**src/hw/ofr_cfg.svh**
```systemverilog
`ifndef OFR_CFG_SVH
`define OFR_CFG_SVH

`define OFR_CMD_OC_RESP      8'h47
`define OFR_CMD_UV_RESP      8'h45
`define OFR_OC_RESP_RST      8'h00
`define OFR_UV_RESP_RST      8'h00
`define OFR_RESP_HI          7
`define OFR_RESP_LO          6
`define OFR_RETRY_HI         5
`define OFR_RETRY_LO         3
`define OFR_DLY_HI           2
`define OFR_DLY_LO           0
`define OFR_RETRY_FOREVER    3'h7
`define OFR_CLK_PERIOD_NS    50
`define OFR_DLY_STEP_NS      10000
`define OFR_DLY_STEP_CYC     ((`OFR_DLY_STEP_NS + `OFR_CLK_PERIOD_NS - 1) / `OFR_CLK_PERIOD_NS)
`endif

```
**src/hw/ofr_pkg.sv**
```systemverilog
package ofr_pkg;
	typedef enum logic [1:0] {
		OFR_RESP_IGNORE   = 2'h0,
		OFR_RESP_DEGLITCH = 2'h1,
		OFR_RESP_SHUTDOWN = 2'h2,
		OFR_RESP_BAD      = 2'h3
	} ofr_resp_t;

	typedef enum logic [4:0] {
		OFR_ST_OFF    = 5'h01,
		OFR_ST_RUN    = 5'h02,
		OFR_ST_DELAY  = 5'h04,
		OFR_ST_LATCH  = 5'h08,
		OFR_ST_RETRY  = 5'h10
	} ofr_state_t;
endpackage

```
**src/hw/ofr_dly_if.sv**
```systemverilog
interface ofr_dly_if;
	logic       start;
	logic       abort;
	logic [2:0] units;
	logic       busy;
	logic       expired;

	modport ctrl (output start, output abort, output units, input busy, input expired);
	modport tmr  (input start, input abort, input units, output busy, output expired);
endinterface

```
**src/hw/ofr_delay.sv**
```systemverilog
`include "ofr_cfg.svh"

module ofr_delay (
	input  wire logic clk,
	input  wire logic rst,
	ofr_dly_if.tmr    dly
);
	localparam int STEP_CYC = `OFR_DLY_STEP_CYC;

	logic [7:0] pre_q;
	logic [2:0] left_q;
	logic       busy_q;
	logic       exp_q;
	logic       tick;

	// One-cycle enable every 10 us while a delay runs
	assign tick = busy_q && (pre_q == 8'(STEP_CYC - 1));

	always_ff @(posedge clk) begin
		if (rst || dly.start || !busy_q || tick) begin
			pre_q <= 8'h00;
		end else begin
			pre_q <= pre_q + 8'h01;
		end
	end

	always_ff @(posedge clk) begin
		exp_q <= 1'b0;
		if (rst || dly.abort) begin
			busy_q <= 1'b0;
			left_q <= 3'h0;
		end else if (dly.start) begin
			// A zero field expires at once: no deglitch time at all
			busy_q <= (dly.units != 3'h0);
			left_q <= dly.units;
			exp_q  <= (dly.units == 3'h0);
		end else if (tick) begin
			left_q <= left_q - 3'h1;
			if (left_q == 3'h1) begin
				busy_q <= 1'b0;
				exp_q  <= 1'b1;
			end
		end
	end

	assign dly.busy    = busy_q;
	assign dly.expired = exp_q;
endmodule

```
**src/hw/ofr_top.sv**
```systemverilog
`include "ofr_cfg.svh"

module ofr_top (
	input  wire logic       clk,
	input  wire logic       rst,
	input  wire logic       cmd_wr,
	input  wire logic       cmd_rd,
	input  wire logic [7:0] cmd_code,
	input  wire logic [7:0] cmd_wdata,
	input  wire logic       clear_faults,
	input  wire logic       channel_run_pin,
	input  wire logic       operation_on,
	input  wire logic       ton_delay_done,
	input  wire logic       ton_rise_active,
	input  wire logic       toff_fall_active,
	input  wire logic       ton_max_window_done,
	input  wire logic [9:0] ton_max_limit,
	input  wire logic       ton_timeout,
	input  wire logic       vout_above_uv,
	input  wire logic       vout_below_uv,
	input  wire logic       oc_present,
	input  wire logic       restart_interval_done,
	output logic            output_enable_q,
	output logic            retry_start_q,
	output logic            alert_q,
	output logic            status_word_vout_q,
	output logic            status_vout_uv_q,
	output logic            status_vout_ton_q,
	output logic            status_byte_nota_q,
	output logic            cml_fault_q,
	output logic [7:0]      rd_data_q,
	output logic            rd_valid_q
);
	ofr_dly_if dly ();

	ofr_delay u_delay (
		.clk (clk),
		.rst (rst),
		.dly (dly)
	);

	ofr_pkg::ofr_state_t state_q;
	ofr_pkg::ofr_state_t state_d;

	logic [7:0] oc_resp_q;
	logic [7:0] uv_resp_q;
	logic       active;
	logic       active_q;
	logic       turn_on;
	logic       armed_q;
	logic       uv_det;
	logic       uv_det_q;
	logic       uv_event;
	logic       ton_event;
	logic       status_clr;
	logic       wr_bad;
	logic       dly_start;
	logic       dly_abort;
	logic       shut_now;
	logic       wr_oc_ok;
	logic       wr_uv_ok;
	logic       uv_mask_open;
	logic       sticky_any;
	logic       timer_lost;
	logic [7:0] uv_resp_hold_q;
	logic [7:0] resp_used;

	// Response field of a stored or written byte
	function automatic ofr_pkg::ofr_resp_t resp_of(input logic [7:0] b);
		resp_of = ofr_pkg::ofr_resp_t'(b[`OFR_RESP_HI:`OFR_RESP_LO]);
	endfunction

	// Retry field asks for endless restarts
	function automatic logic retry_forever(input logic [7:0] b);
		retry_forever = (b[`OFR_RETRY_HI:`OFR_RETRY_LO] == `OFR_RETRY_FOREVER);
	endfunction

	// States in which the power stage keeps running
	function automatic logic drives_output(input ofr_pkg::ofr_state_t s);
		drives_output = (s == ofr_pkg::OFR_ST_RUN) || (s == ofr_pkg::OFR_ST_DELAY);
	endfunction

	// Legality of a response byte for a given command
	function automatic logic resp_legal(input logic [7:0] code, input logic [7:0] b);
		if (code == `OFR_CMD_UV_RESP) begin
			resp_legal = (resp_of(b) != ofr_pkg::OFR_RESP_BAD);
		end else begin
			// The overcurrent byte refuses the deglitch code instead
			resp_legal = (resp_of(b) != ofr_pkg::OFR_RESP_DEGLITCH);
		end
	endfunction

	assign active  = channel_run_pin && operation_on;
	assign turn_on = active && !active_q;

	always_ff @(posedge clk) begin
		if (rst) begin
			active_q <= 1'b0;
		end else begin
			active_q <= active;
		end
	end

	// Command writes; a refused byte never reaches the stored setting
	assign wr_oc_ok = cmd_wr && (cmd_code == `OFR_CMD_OC_RESP) &&
		resp_legal(cmd_code, cmd_wdata);
	assign wr_uv_ok = cmd_wr && (cmd_code == `OFR_CMD_UV_RESP) &&
		resp_legal(cmd_code, cmd_wdata);
	assign wr_bad   = cmd_wr && !wr_oc_ok && !wr_uv_ok;

	always_ff @(posedge clk) begin
		if (rst) begin
			oc_resp_q <= `OFR_OC_RESP_RST;
		end else if (wr_oc_ok) begin
			oc_resp_q <= cmd_wdata;
		end
	end

	always_ff @(posedge clk) begin
		if (rst) begin
			uv_resp_q <= `OFR_UV_RESP_RST;
		end else if (wr_uv_ok) begin
			uv_resp_q <= cmd_wdata;
		end
	end

	// The delay path keeps the byte seen at detection, so a rewrite
	// during the delay cannot change how it ends
	always_ff @(posedge clk) begin
		if (rst) begin
			uv_resp_hold_q <= `OFR_UV_RESP_RST;
		end else if (dly_start) begin
			uv_resp_hold_q <= uv_resp_q;
		end
	end

	assign resp_used = (state_q == ofr_pkg::OFR_ST_DELAY) ? uv_resp_hold_q : uv_resp_q;

	// Command reads; unknown codes read as zero
	always_ff @(posedge clk) begin
		if (rst) begin
			rd_data_q  <= 8'h00;
			rd_valid_q <= 1'b0;
		end else begin
			rd_valid_q <= cmd_rd;
			if (cmd_rd) begin
				unique case (cmd_code)
					`OFR_CMD_OC_RESP: rd_data_q <= oc_resp_q;
					`OFR_CMD_UV_RESP: rd_data_q <= uv_resp_q;
					default:          rd_data_q <= 8'h00;
				endcase
			end
		end
	end

	// Arming of undervoltage detection after a clean start
	always_ff @(posedge clk) begin
		if (rst || !active || retry_start_q) begin
			armed_q <= 1'b0;
		end else if (ton_max_window_done && ton_delay_done && !ton_rise_active &&
				vout_above_uv && !oc_present) begin
			armed_q <= 1'b1;
		end
	end

	// Ramps and overcurrent keep the mask closed even once armed
	assign uv_mask_open = armed_q && active && drives_output(state_q) &&
		!ton_rise_active && !toff_fall_active && !oc_present;
	assign uv_det       = uv_mask_open && vout_below_uv;

	always_ff @(posedge clk) begin
		if (rst) begin
			uv_det_q <= 1'b0;
		end else begin
			uv_det_q <= uv_det;
		end
	end

	assign uv_event  = uv_det && !uv_det_q;
	assign ton_event = ton_timeout && (ton_max_limit != 10'h000);

	// Off-then-on or clear command wipes the sticky bits
	assign status_clr = clear_faults || turn_on;

	// Sticky status; a new event in the clearing cycle wins
	always_ff @(posedge clk) begin
		if (rst) begin
			status_vout_uv_q <= 1'b0;
		end else if (uv_event) begin
			status_vout_uv_q <= 1'b1;
		end else if (status_clr) begin
			status_vout_uv_q <= 1'b0;
		end
	end

	always_ff @(posedge clk) begin
		if (rst) begin
			status_vout_ton_q  <= 1'b0;
			status_byte_nota_q <= 1'b0;
		end else if (ton_event) begin
			status_vout_ton_q  <= 1'b1;
			status_byte_nota_q <= 1'b1;
		end else if (status_clr) begin
			status_vout_ton_q  <= 1'b0;
			status_byte_nota_q <= 1'b0;
		end
	end

	always_ff @(posedge clk) begin
		if (rst) begin
			status_word_vout_q <= 1'b0;
		end else if (uv_event || ton_event) begin
			status_word_vout_q <= 1'b1;
		end else if (status_clr) begin
			status_word_vout_q <= 1'b0;
		end
	end

	always_ff @(posedge clk) begin
		if (rst) begin
			cml_fault_q <= 1'b0;
		end else if (wr_bad) begin
			cml_fault_q <= 1'b1;
		end else if (clear_faults) begin
			cml_fault_q <= 1'b0;
		end
	end

	// Alert holds while any sticky bit stands and drops with its clear
	assign sticky_any = status_vout_uv_q || status_vout_ton_q ||
		status_word_vout_q || status_byte_nota_q;

	// Alert follows any sticky bit, one cycle behind the event
	always_ff @(posedge clk) begin
		if (rst) begin
			alert_q <= 1'b0;
		end else begin
			alert_q <= uv_event || ton_event || wr_bad ||
				(!status_clr && sticky_any) ||
				(!clear_faults && cml_fault_q);
		end
	end

	// A timer that stops without expiring would strand the channel in the
	// delay state, so that case ends the delay like an expiry
	assign timer_lost = !dly.busy && !dly.expired;

	// Response state machine
	always_comb begin
		state_d   = state_q;
		dly_start = 1'b0;
		dly_abort = 1'b0;
		shut_now  = 1'b0;
		unique case (state_q)
			ofr_pkg::OFR_ST_OFF: begin
				// Start or restart once the channel is on
				if (active) begin
					state_d = ofr_pkg::OFR_ST_RUN;
				end
			end
			ofr_pkg::OFR_ST_RUN: begin
				if (uv_event) begin
					unique case (resp_of(uv_resp_q))
						ofr_pkg::OFR_RESP_DEGLITCH: begin
							dly_start = 1'b1;
							state_d   = ofr_pkg::OFR_ST_DELAY;
						end
						ofr_pkg::OFR_RESP_SHUTDOWN: begin
							shut_now = 1'b1;
						end
						ofr_pkg::OFR_RESP_IGNORE: begin
							state_d = ofr_pkg::OFR_ST_RUN;
						end
						// Stored 11 cannot occur: such a write is refused
						default: state_d = ofr_pkg::OFR_ST_RUN;
					endcase
				end
			end
			ofr_pkg::OFR_ST_DELAY: begin
				// Fault gone before expiry: resume without a shutdown
				if (!uv_det) begin
					dly_abort = 1'b1;
					state_d   = ofr_pkg::OFR_ST_RUN;
				end else if (dly.expired || timer_lost) begin
					shut_now = 1'b1;
				end
			end
			ofr_pkg::OFR_ST_LATCH: begin
				// Clear or off releases a latched shutdown
				if (clear_faults) begin
					state_d = ofr_pkg::OFR_ST_OFF;
				end
			end
			ofr_pkg::OFR_ST_RETRY: begin
				// Spacing comes from the restart interval setting outside
				if (restart_interval_done) begin
					state_d = ofr_pkg::OFR_ST_OFF;
				end
			end
			default: state_d = ofr_pkg::OFR_ST_OFF;
		endcase
		if (shut_now) begin
			state_d = retry_forever(resp_used) ? ofr_pkg::OFR_ST_RETRY :
				ofr_pkg::OFR_ST_LATCH;
		end
		// Commanding the channel off overrides every response
		if (!active) begin
			dly_abort = (state_q == ofr_pkg::OFR_ST_DELAY);
			state_d   = ofr_pkg::OFR_ST_OFF;
		end
	end

	always_ff @(posedge clk) begin
		if (rst) begin
			state_q <= ofr_pkg::OFR_ST_OFF;
		end else begin
			state_q <= state_d;
		end
	end

	assign dly.start = dly_start;
	assign dly.abort = dly_abort;
	assign dly.units = uv_resp_q[`OFR_DLY_HI:`OFR_DLY_LO];

	// Output stays on in run and deglitch, off once shut down
	always_ff @(posedge clk) begin
		if (rst) begin
			output_enable_q <= 1'b0;
		end else begin
			output_enable_q <= drives_output(state_d);
		end
	end

	// Pulse that tells the sequencer a retry restart begins
	always_ff @(posedge clk) begin
		if (rst) begin
			retry_start_q <= 1'b0;
		end else begin
			retry_start_q <= (state_q == ofr_pkg::OFR_ST_RETRY) &&
				restart_interval_done && active;
		end
	end
endmodule

```
**config.mk**
```make
export PLATFORM = sky130hd
export DESIGN_NAME = ofr_top
export DESIGN_NICKNAME = d
export VERILOG_FILES = /design/src/hw/ofr_pkg.sv /design/src/hw/ofr_dly_if.sv /design/src/hw/ofr_delay.sv /design/src/hw/ofr_top.sv
export VERILOG_INCLUDE_DIRS = /design/src /design/src/hw
export SDC_FILE = /design/constraint.sdc
export NUM_CORES = 1
export LEC_CHECK = 0
export BUFFER_PORTS_ARGS = -buffer_cell sky130_fd_sc_hd__buf_2
export CAP_MARGIN = 30
export CORE_MARGIN = 2
export CORE_UTILIZATION = 40
export DETAILED_ROUTE_END_ITERATION = 8
export PLACE_DENSITY_LB_ADDON = 0.3
export REMOVE_ABC_BUFFERS = 1
export SLEW_MARGIN = 20
export SYNTH_ARGS = -nofsm -noshare
export SYNTH_HDL_FRONTEND = slang
export SYNTH_SLANG_ARGS = --single-unit
```
**constraint.sdc**
```tcl
create_clock -name clk -period 2 [get_ports clk]
set_clock_uncertainty 0.2 [all_clocks]
set_input_delay 0.4 -clock clk [delete_from_list [all_inputs] [get_ports clk]]
set_output_delay 0.4 -clock clk [all_outputs]
set_load 0.05 [all_outputs]
```
==> impl_metrics.toml, run 1 <==
[sta]
slew_violations = 0
fmax_mhz = 516.6
hold_ws_ps = 115.2
hold_viol = 0
slew_headroom = 0.7566
period_share = 0.9679
rsz0062_at_grt = "false"
worst_pin_slew_ps = 360.6
setup_viol = 0
final.min_clock_period_ps = 1936
finalSetupTns_ps = 0

[clock_tree]
cts-root-buf = "clkbuf_8"
cts_hold_buf = 0
cts_tree = "done"
clk_latency_ps = 320
cts_sinks = 56
clk_pin_slew_ps = 120
htreeDepth = 2
cts_buffers = 5
cts_buffer_depth = 2

[drt]
first_iter_violations = 82
wl_mm = 5.634
antenna_left = 0
firstDrtPassIters = 5
via_count = 2277
wl_per_cell_um = 12.95
viasPerCell = 5.234
remaining_drc_errors = 0

[logic_synthesis]
synth_edf_count = 0
synth_cell_types = 51
synth_most_common_cell = "dfxtp_1"
synth_seq_area_share = 0.4442
synth_top_cells_by_area = "dfxtp_1 44%, nor2_1 7.4%, mux2i_1 4.8%"
synth_top_area_share = 0.4442
synthFlopType = "dfxtp_1"
ys_top_cells_by_count = "56 x dfxtp_1, 50 x nor2_1, 17 x o21ai_0, 16 x nand2_1, 14 x a21oi_1"
ys_ff_latch = 56
syn_area_um2 = 2524
syn_area_per_cell_um2 = 8.793
yosysWarnings = 0
synth_cells = 287
synth_top_area_cell = "dfxtp_1"
synthArstFlopShare = 0

[critical_path]
cp-start-kind = "flip-flop"
cp_data_required_time_ps = 2010
crit_fanout = 5
max_stage_delay_ps = 420
path_cells = "nor3_4 > nand3_2 > or3_4 > or4_4 > and3b_1"
crit_arrival_ps = 1940
endpoint_kind = "flip-flop"
critPathKind = "reg -> reg"
slowest_stage = "or4_4"

[floorplanning]
fp.dieH_um = 83.43
ioPinCount = 59
core_region_area_um2 = 6026
initial_core_util = 0.4188
die_w_um = 83.43
die-area_um2 = 6961
core.rowCount = 28

[final_layout]
fin_area_um2 = 3122
nNetsFinal = 406
drive_gt1_frac = 0.2944
layout-area-overhead-vs-synth_pct = 23.70
instances_no_fill = 435
antenna_cells = 0

[global_route]
gr-total-overflow = 0
grt_pass1_vias = 2023
antenna_found_initial = 0
grt_pass1_wl_mm = 9.280
grt_max_degree = 34
grt_usage = 0.1584

[min_path]
hold_class = "in -> reg"

[power_and_ir_drop]
p_leak_nw = 1.326
vdd_drop_max_mv = 0.4333
power_density_nw_per_um2 = 628.6
power_mw = 1.962

[placed_design]
port_buffers = 58
place.gp.congestion = 0.7969
placed_cell_area_um2 = 2984
dp_cells = 426
hpwlAfterDp_mm = 4.266

[status]
status = "completed"

[job]
maxCapViolations = 0
stage by stage:
stage	util	worst slack [ps]
finish	0.5181	64.20
detailed placement	0.4952	-147.2
global route	0.5181	4.212
CTS	0.5108	29.85
global placement	0.4952	-93.14
floorplan	-	-62.70
logic make-up after synthesis:
group           Yosys count  share of synthesized area
mux                      18                    0.07437
fa+ha+maj                 5                    0.02479
buf+inv                  23                    0.03669
simple gates            120                     0.2489
flops                    56                     0.4442
compound gates           54                     0.1329
xor+xnor                 11                    0.03818
flip-flops by register name, indices dropped and copies added, names as in the netlist, 3 cells and up:
signal / cells
rd_data_q: 8
uv_resp_q: 8
u_delay.left_q: 3
uv_resp_hold_q: 3
u_delay.pre_q: 8
oc_resp_q: 8
state_q: 5
path summary, 6_finish.rpt:
check | startpoint | end | slack [ps] | cells past startpoint
worst max-delay path | state_q[4]$_SDFF_PP0_ | u_delay.dly.busy$_SDFFE_PP0P_ | 60 | 5
worst min register to register | u_delay.pre_q[0]$_SDFF_PP0_ | u_delay.pre_q[0]$_SDFF_PP0_ | 250 | 1
worst max register to register | state_q[4]$_SDFF_PP0_ | u_delay.dly.busy$_SDFFE_PP0P_ | 60 | 5
worst min-delay path | cmd_wdata[0] | oc_resp_q[0]$_SDFFE_PP0P_ | 120 | 3
area by class of cell:
class                           instances  area, um2
Fill cell                             588       2904
Multi-Input combinational cell        208       1341
Sequential cell                        56       1126
Timing Repair Buffer                   75      417.9
Tap cell                               75      93.84
Clock buffer                            5      68.82
Inverter                               13      48.80
Clock inverter                          3      25.02
power breakdown:
part / internal, mW / switching (mW)
Clock: 0.257 / 0.401
Combinational: 0.0690 / 0.105
Sequential: 1.12 / 0.00684
Total: 1.45 / 0.512
worst max-delay path: cells and delay by family, from the launching register on:
kind / cells / cell delay, ps
and+or+nand+nor: 5 / 1260
DFF: 1 / 370
what timing repair did:
action	CTS	global route
gates resized for setup	0	10
setup buffers	0	1
endpoints found under the setup margin	0	8
layout by cell type (no fill, tap or decap), types with 5 or more instances in the layout:
master     n
clkbuf_8   5
nor2_1    49
mux2_2     6
inv_1     12
buf_4     17
nand3_1    9
dfxtp_1   52
o21ai_0   17
xor2_1     8
ha_1       5
mux2i_1   12
buf_2     58
nand4_1    5
a22oi_1    9
a21oi_1   13
nand2_1   16
metal layers:
metal	routed length [um]	part of all wire	GRT usage
met1	2594	0.46	0.2108
met2	2760	0.49	0.2654
met3	237	0.042	0.03479
met4	42	0.0075	0.03226
met5	0	0	0
Power figures use the tool's default switching activity.
==> run 2, diff against run 1 <==
--- a/config.mk
+++ b/config.mk
@@ -8,11 +8,13 @@
 export LEC_CHECK = 0
 export BUFFER_PORTS_ARGS = -buffer_cell sky130_fd_sc_hd__buf_2
 export CAP_MARGIN = 30
+export CORE_ASPECT_RATIO = 0.5
 export CORE_MARGIN = 2
 export CORE_UTILIZATION = 40
 export DETAILED_ROUTE_END_ITERATION = 8
 export PLACE_DENSITY_LB_ADDON = 0.3
 export REMOVE_ABC_BUFFERS = 1
+export SETUP_SLACK_MARGIN = 0.05
 export SLEW_MARGIN = 20
 export SYNTH_ARGS = -nofsm -noshare
 export SYNTH_HDL_FRONTEND = slang
==> impl_metrics.toml, run 2 (synthesis results as in run 1) <==
[sta]
slew_headroom = 0.7596
rsz0062_at_grt = "true"
worst_pin_slew_ps = 358.2
final.min_clock_period_ps = 1926
period_share = 0.9632
setup_viol = 0
fmax_mhz = 519.1
hold_viol = 0
slew_violations = 0

[drt]
remaining_drc_errors = 0
antenna_left = 0
wl_per_cell_um = 12.89
wl_mm = 5.786
first_iter_violations = 86
viasPerCell = 5.018
firstDrtPassIters = 5
via_count = 2253

[min_path]
hp-start = "cmd_wdata[2]"
worstHoldPathCells = 3
hold_class = "in -> reg"

[floorplanning]
core_region_area_um2 = 6081
die_w_um = 116.3
ioPinCount = 59
initial_core_util = 0.4150
fp.dieH_um = 60.17
core.rowCount = 20
die-area_um2 = 6999

[final_layout]
nNetsFinal = 408
antenna_cells = 0
layout_common_cells = "58 x buf_2, 53 x dfxtp_1, 49 x nor2_1"
instances_no_fill = 449
drive_gt1_frac = 0.2964
final_util = 0.5261
fin_area_um2 = 3199
mostFrequentLayoutCell = "buf_2"
layout-area-overhead-vs-synth_pct = 26.77

[global_route]
grt_pass1_vias = 2125
grt_max_degree = 34
antenna_found_initial = 0
gr-total-overflow = 0
grt_usage = 0.1714
grt_pass1_wl_mm = 9.418

[power_and_ir_drop]
p_sw_frac = 0.2202
internal_power_mw = 1.688
p_leak_nw = 1.360
p_seq_frac = 0.523
vdd_drop_max_mv = 0.4350
power_density_nw_per_um2 = 676.6
pwr-share-comb = 0.081
clkPwrFrac = 0.397
p_switching_mw = 0.4766
power_mw = 2.165

[clock_tree]
cts_tree = "done"
cts_buffers = 5
cts_buffer_depth = 2
cts_sinks = 56
htreeDepth = 2
cts-root-buf = "clkbuf_16"
clk_latency_ps = 280
clk_pin_slew_ps = 70

[critical_path]
worstSetupStartpoint = "uv_resp_q[7]$_SDFFE_PP0P_"
r2r_end = "u_delay.dly.busy$_SDFFE_PP0P_"
cp-start-kind = "flip-flop"
rr_worst_depth = 6
worstReg2RegStart = "uv_resp_q[7]$_SDFFE_PP0P_"
crit_arrival_ps = 1910
cp-endpoint = "u_delay.dly.busy$_SDFFE_PP0P_"
reg2reg_setup_slack_ps = 70
crit_fanout = 3
critPathKind = "reg -> reg"
endpoint_kind = "flip-flop"
cp_data_required_time_ps = 1980

[placed_design]
placed_cell_area_um2 = 3008
hpwlAfterDp_mm = 4.481
port_buffers = 58
dp_cells = 440
place.gp.congestion = 0.8160

[status]
status = "completed"

[job]
maxCapViolations = 0
[run 2: cell count changes in the layout (fill, tap and decap cells not counted), sizes merged]
cell / before / now
buf: 75 / 77
clkbuf: 5 / 6
inv: 14 / 12
clkinv: 1 / 2
clkinvlp: 1 / 0
[run 2: how the worst min path moves through the flow]
stage	slack, ps	to
after global placement	210	armed_q$_SDFFE_PP0P_
after CTS	170	oc_resp_q[2]$_SDFFE_PP0P_
after detailed placement	210	armed_q$_SDFFE_PP0P_
after floorplan	210	u_delay.pre_q[0]$_SDFF_PP0_
after global routing	160	oc_resp_q[2]$_SDFFE_PP0P_
final	170	oc_resp_q[2]$_SDFFE_PP0P_
[run 2: power by group through the flow]
stage / clock network (mW) / registers, mW / logic, mW
4_1_cts: 0.885 / 1.13 / 0.173
3_5_place_dp: 0 / 1.16 / 0.172
6_report: 0.859 / 1.13 / 0.175
3_3_place_gp: 0 / 1.16 / 0.168
5_1_grt: 0.931 / 1.13 / 0.192
2_1_floorplan: 0 / 1.19 / 0.0476
[run 2: metrics by stage]
stage / setup TNS, ps / hold WS, ps / setup slack (ps)
final: 0 / 169.0 / 73.68
after global routing: 0 / 161.6 / 13.03
after CTS: 0 / 165.0 / 29.94
after detailed placement: -1134 / 206.8 / -191.9
after global placement: -566.9 / 213.0 / -124.6
after floorplan: -286.1 / 213.2 / -62.70
[run 2: cell type report]
| type | instances | area (um2) |
|---|---|---|
| clock inverters | 1 | 8.758 |
| flip-flops and latches | 56 | 1125 |
| multi-input cells | 208 | 1335 |
| fillers | 565 | 2882 |
| repair buffers | 77 | 432.9 |
| well taps | 88 | 110.1 |
| inverters | 13 | 48.80 |
| clock buffers | 6 | 138.9 |
[run 2: per-layer routing]
layer  vias to the layer above  global-route usage  share of wire
li1                       1154                   -              -
met1                      1042              0.2230           0.47
met2                        53              0.2915           0.47
met3                         4             0.03854          0.053
met4                         0             0.04592         0.0083
met5                         -                   0              0
[run 2: critical path, cell delays in order, from the launching register on]
cell and delay (ps):
dfxtp_2 330, inv_2 70, ha_1 140, nand2b_1 80, or3_4 410, or4_4 420
and3b_1 180
[run 2: what timing repair did]
item	in CTS	in global routing
endpoints found under the setup margin	3	13
hold endpoints to repair	0	0
hold buffers	0	0
pin swaps	0	3
setup buffers	0	2
gates resized for setup	2	7
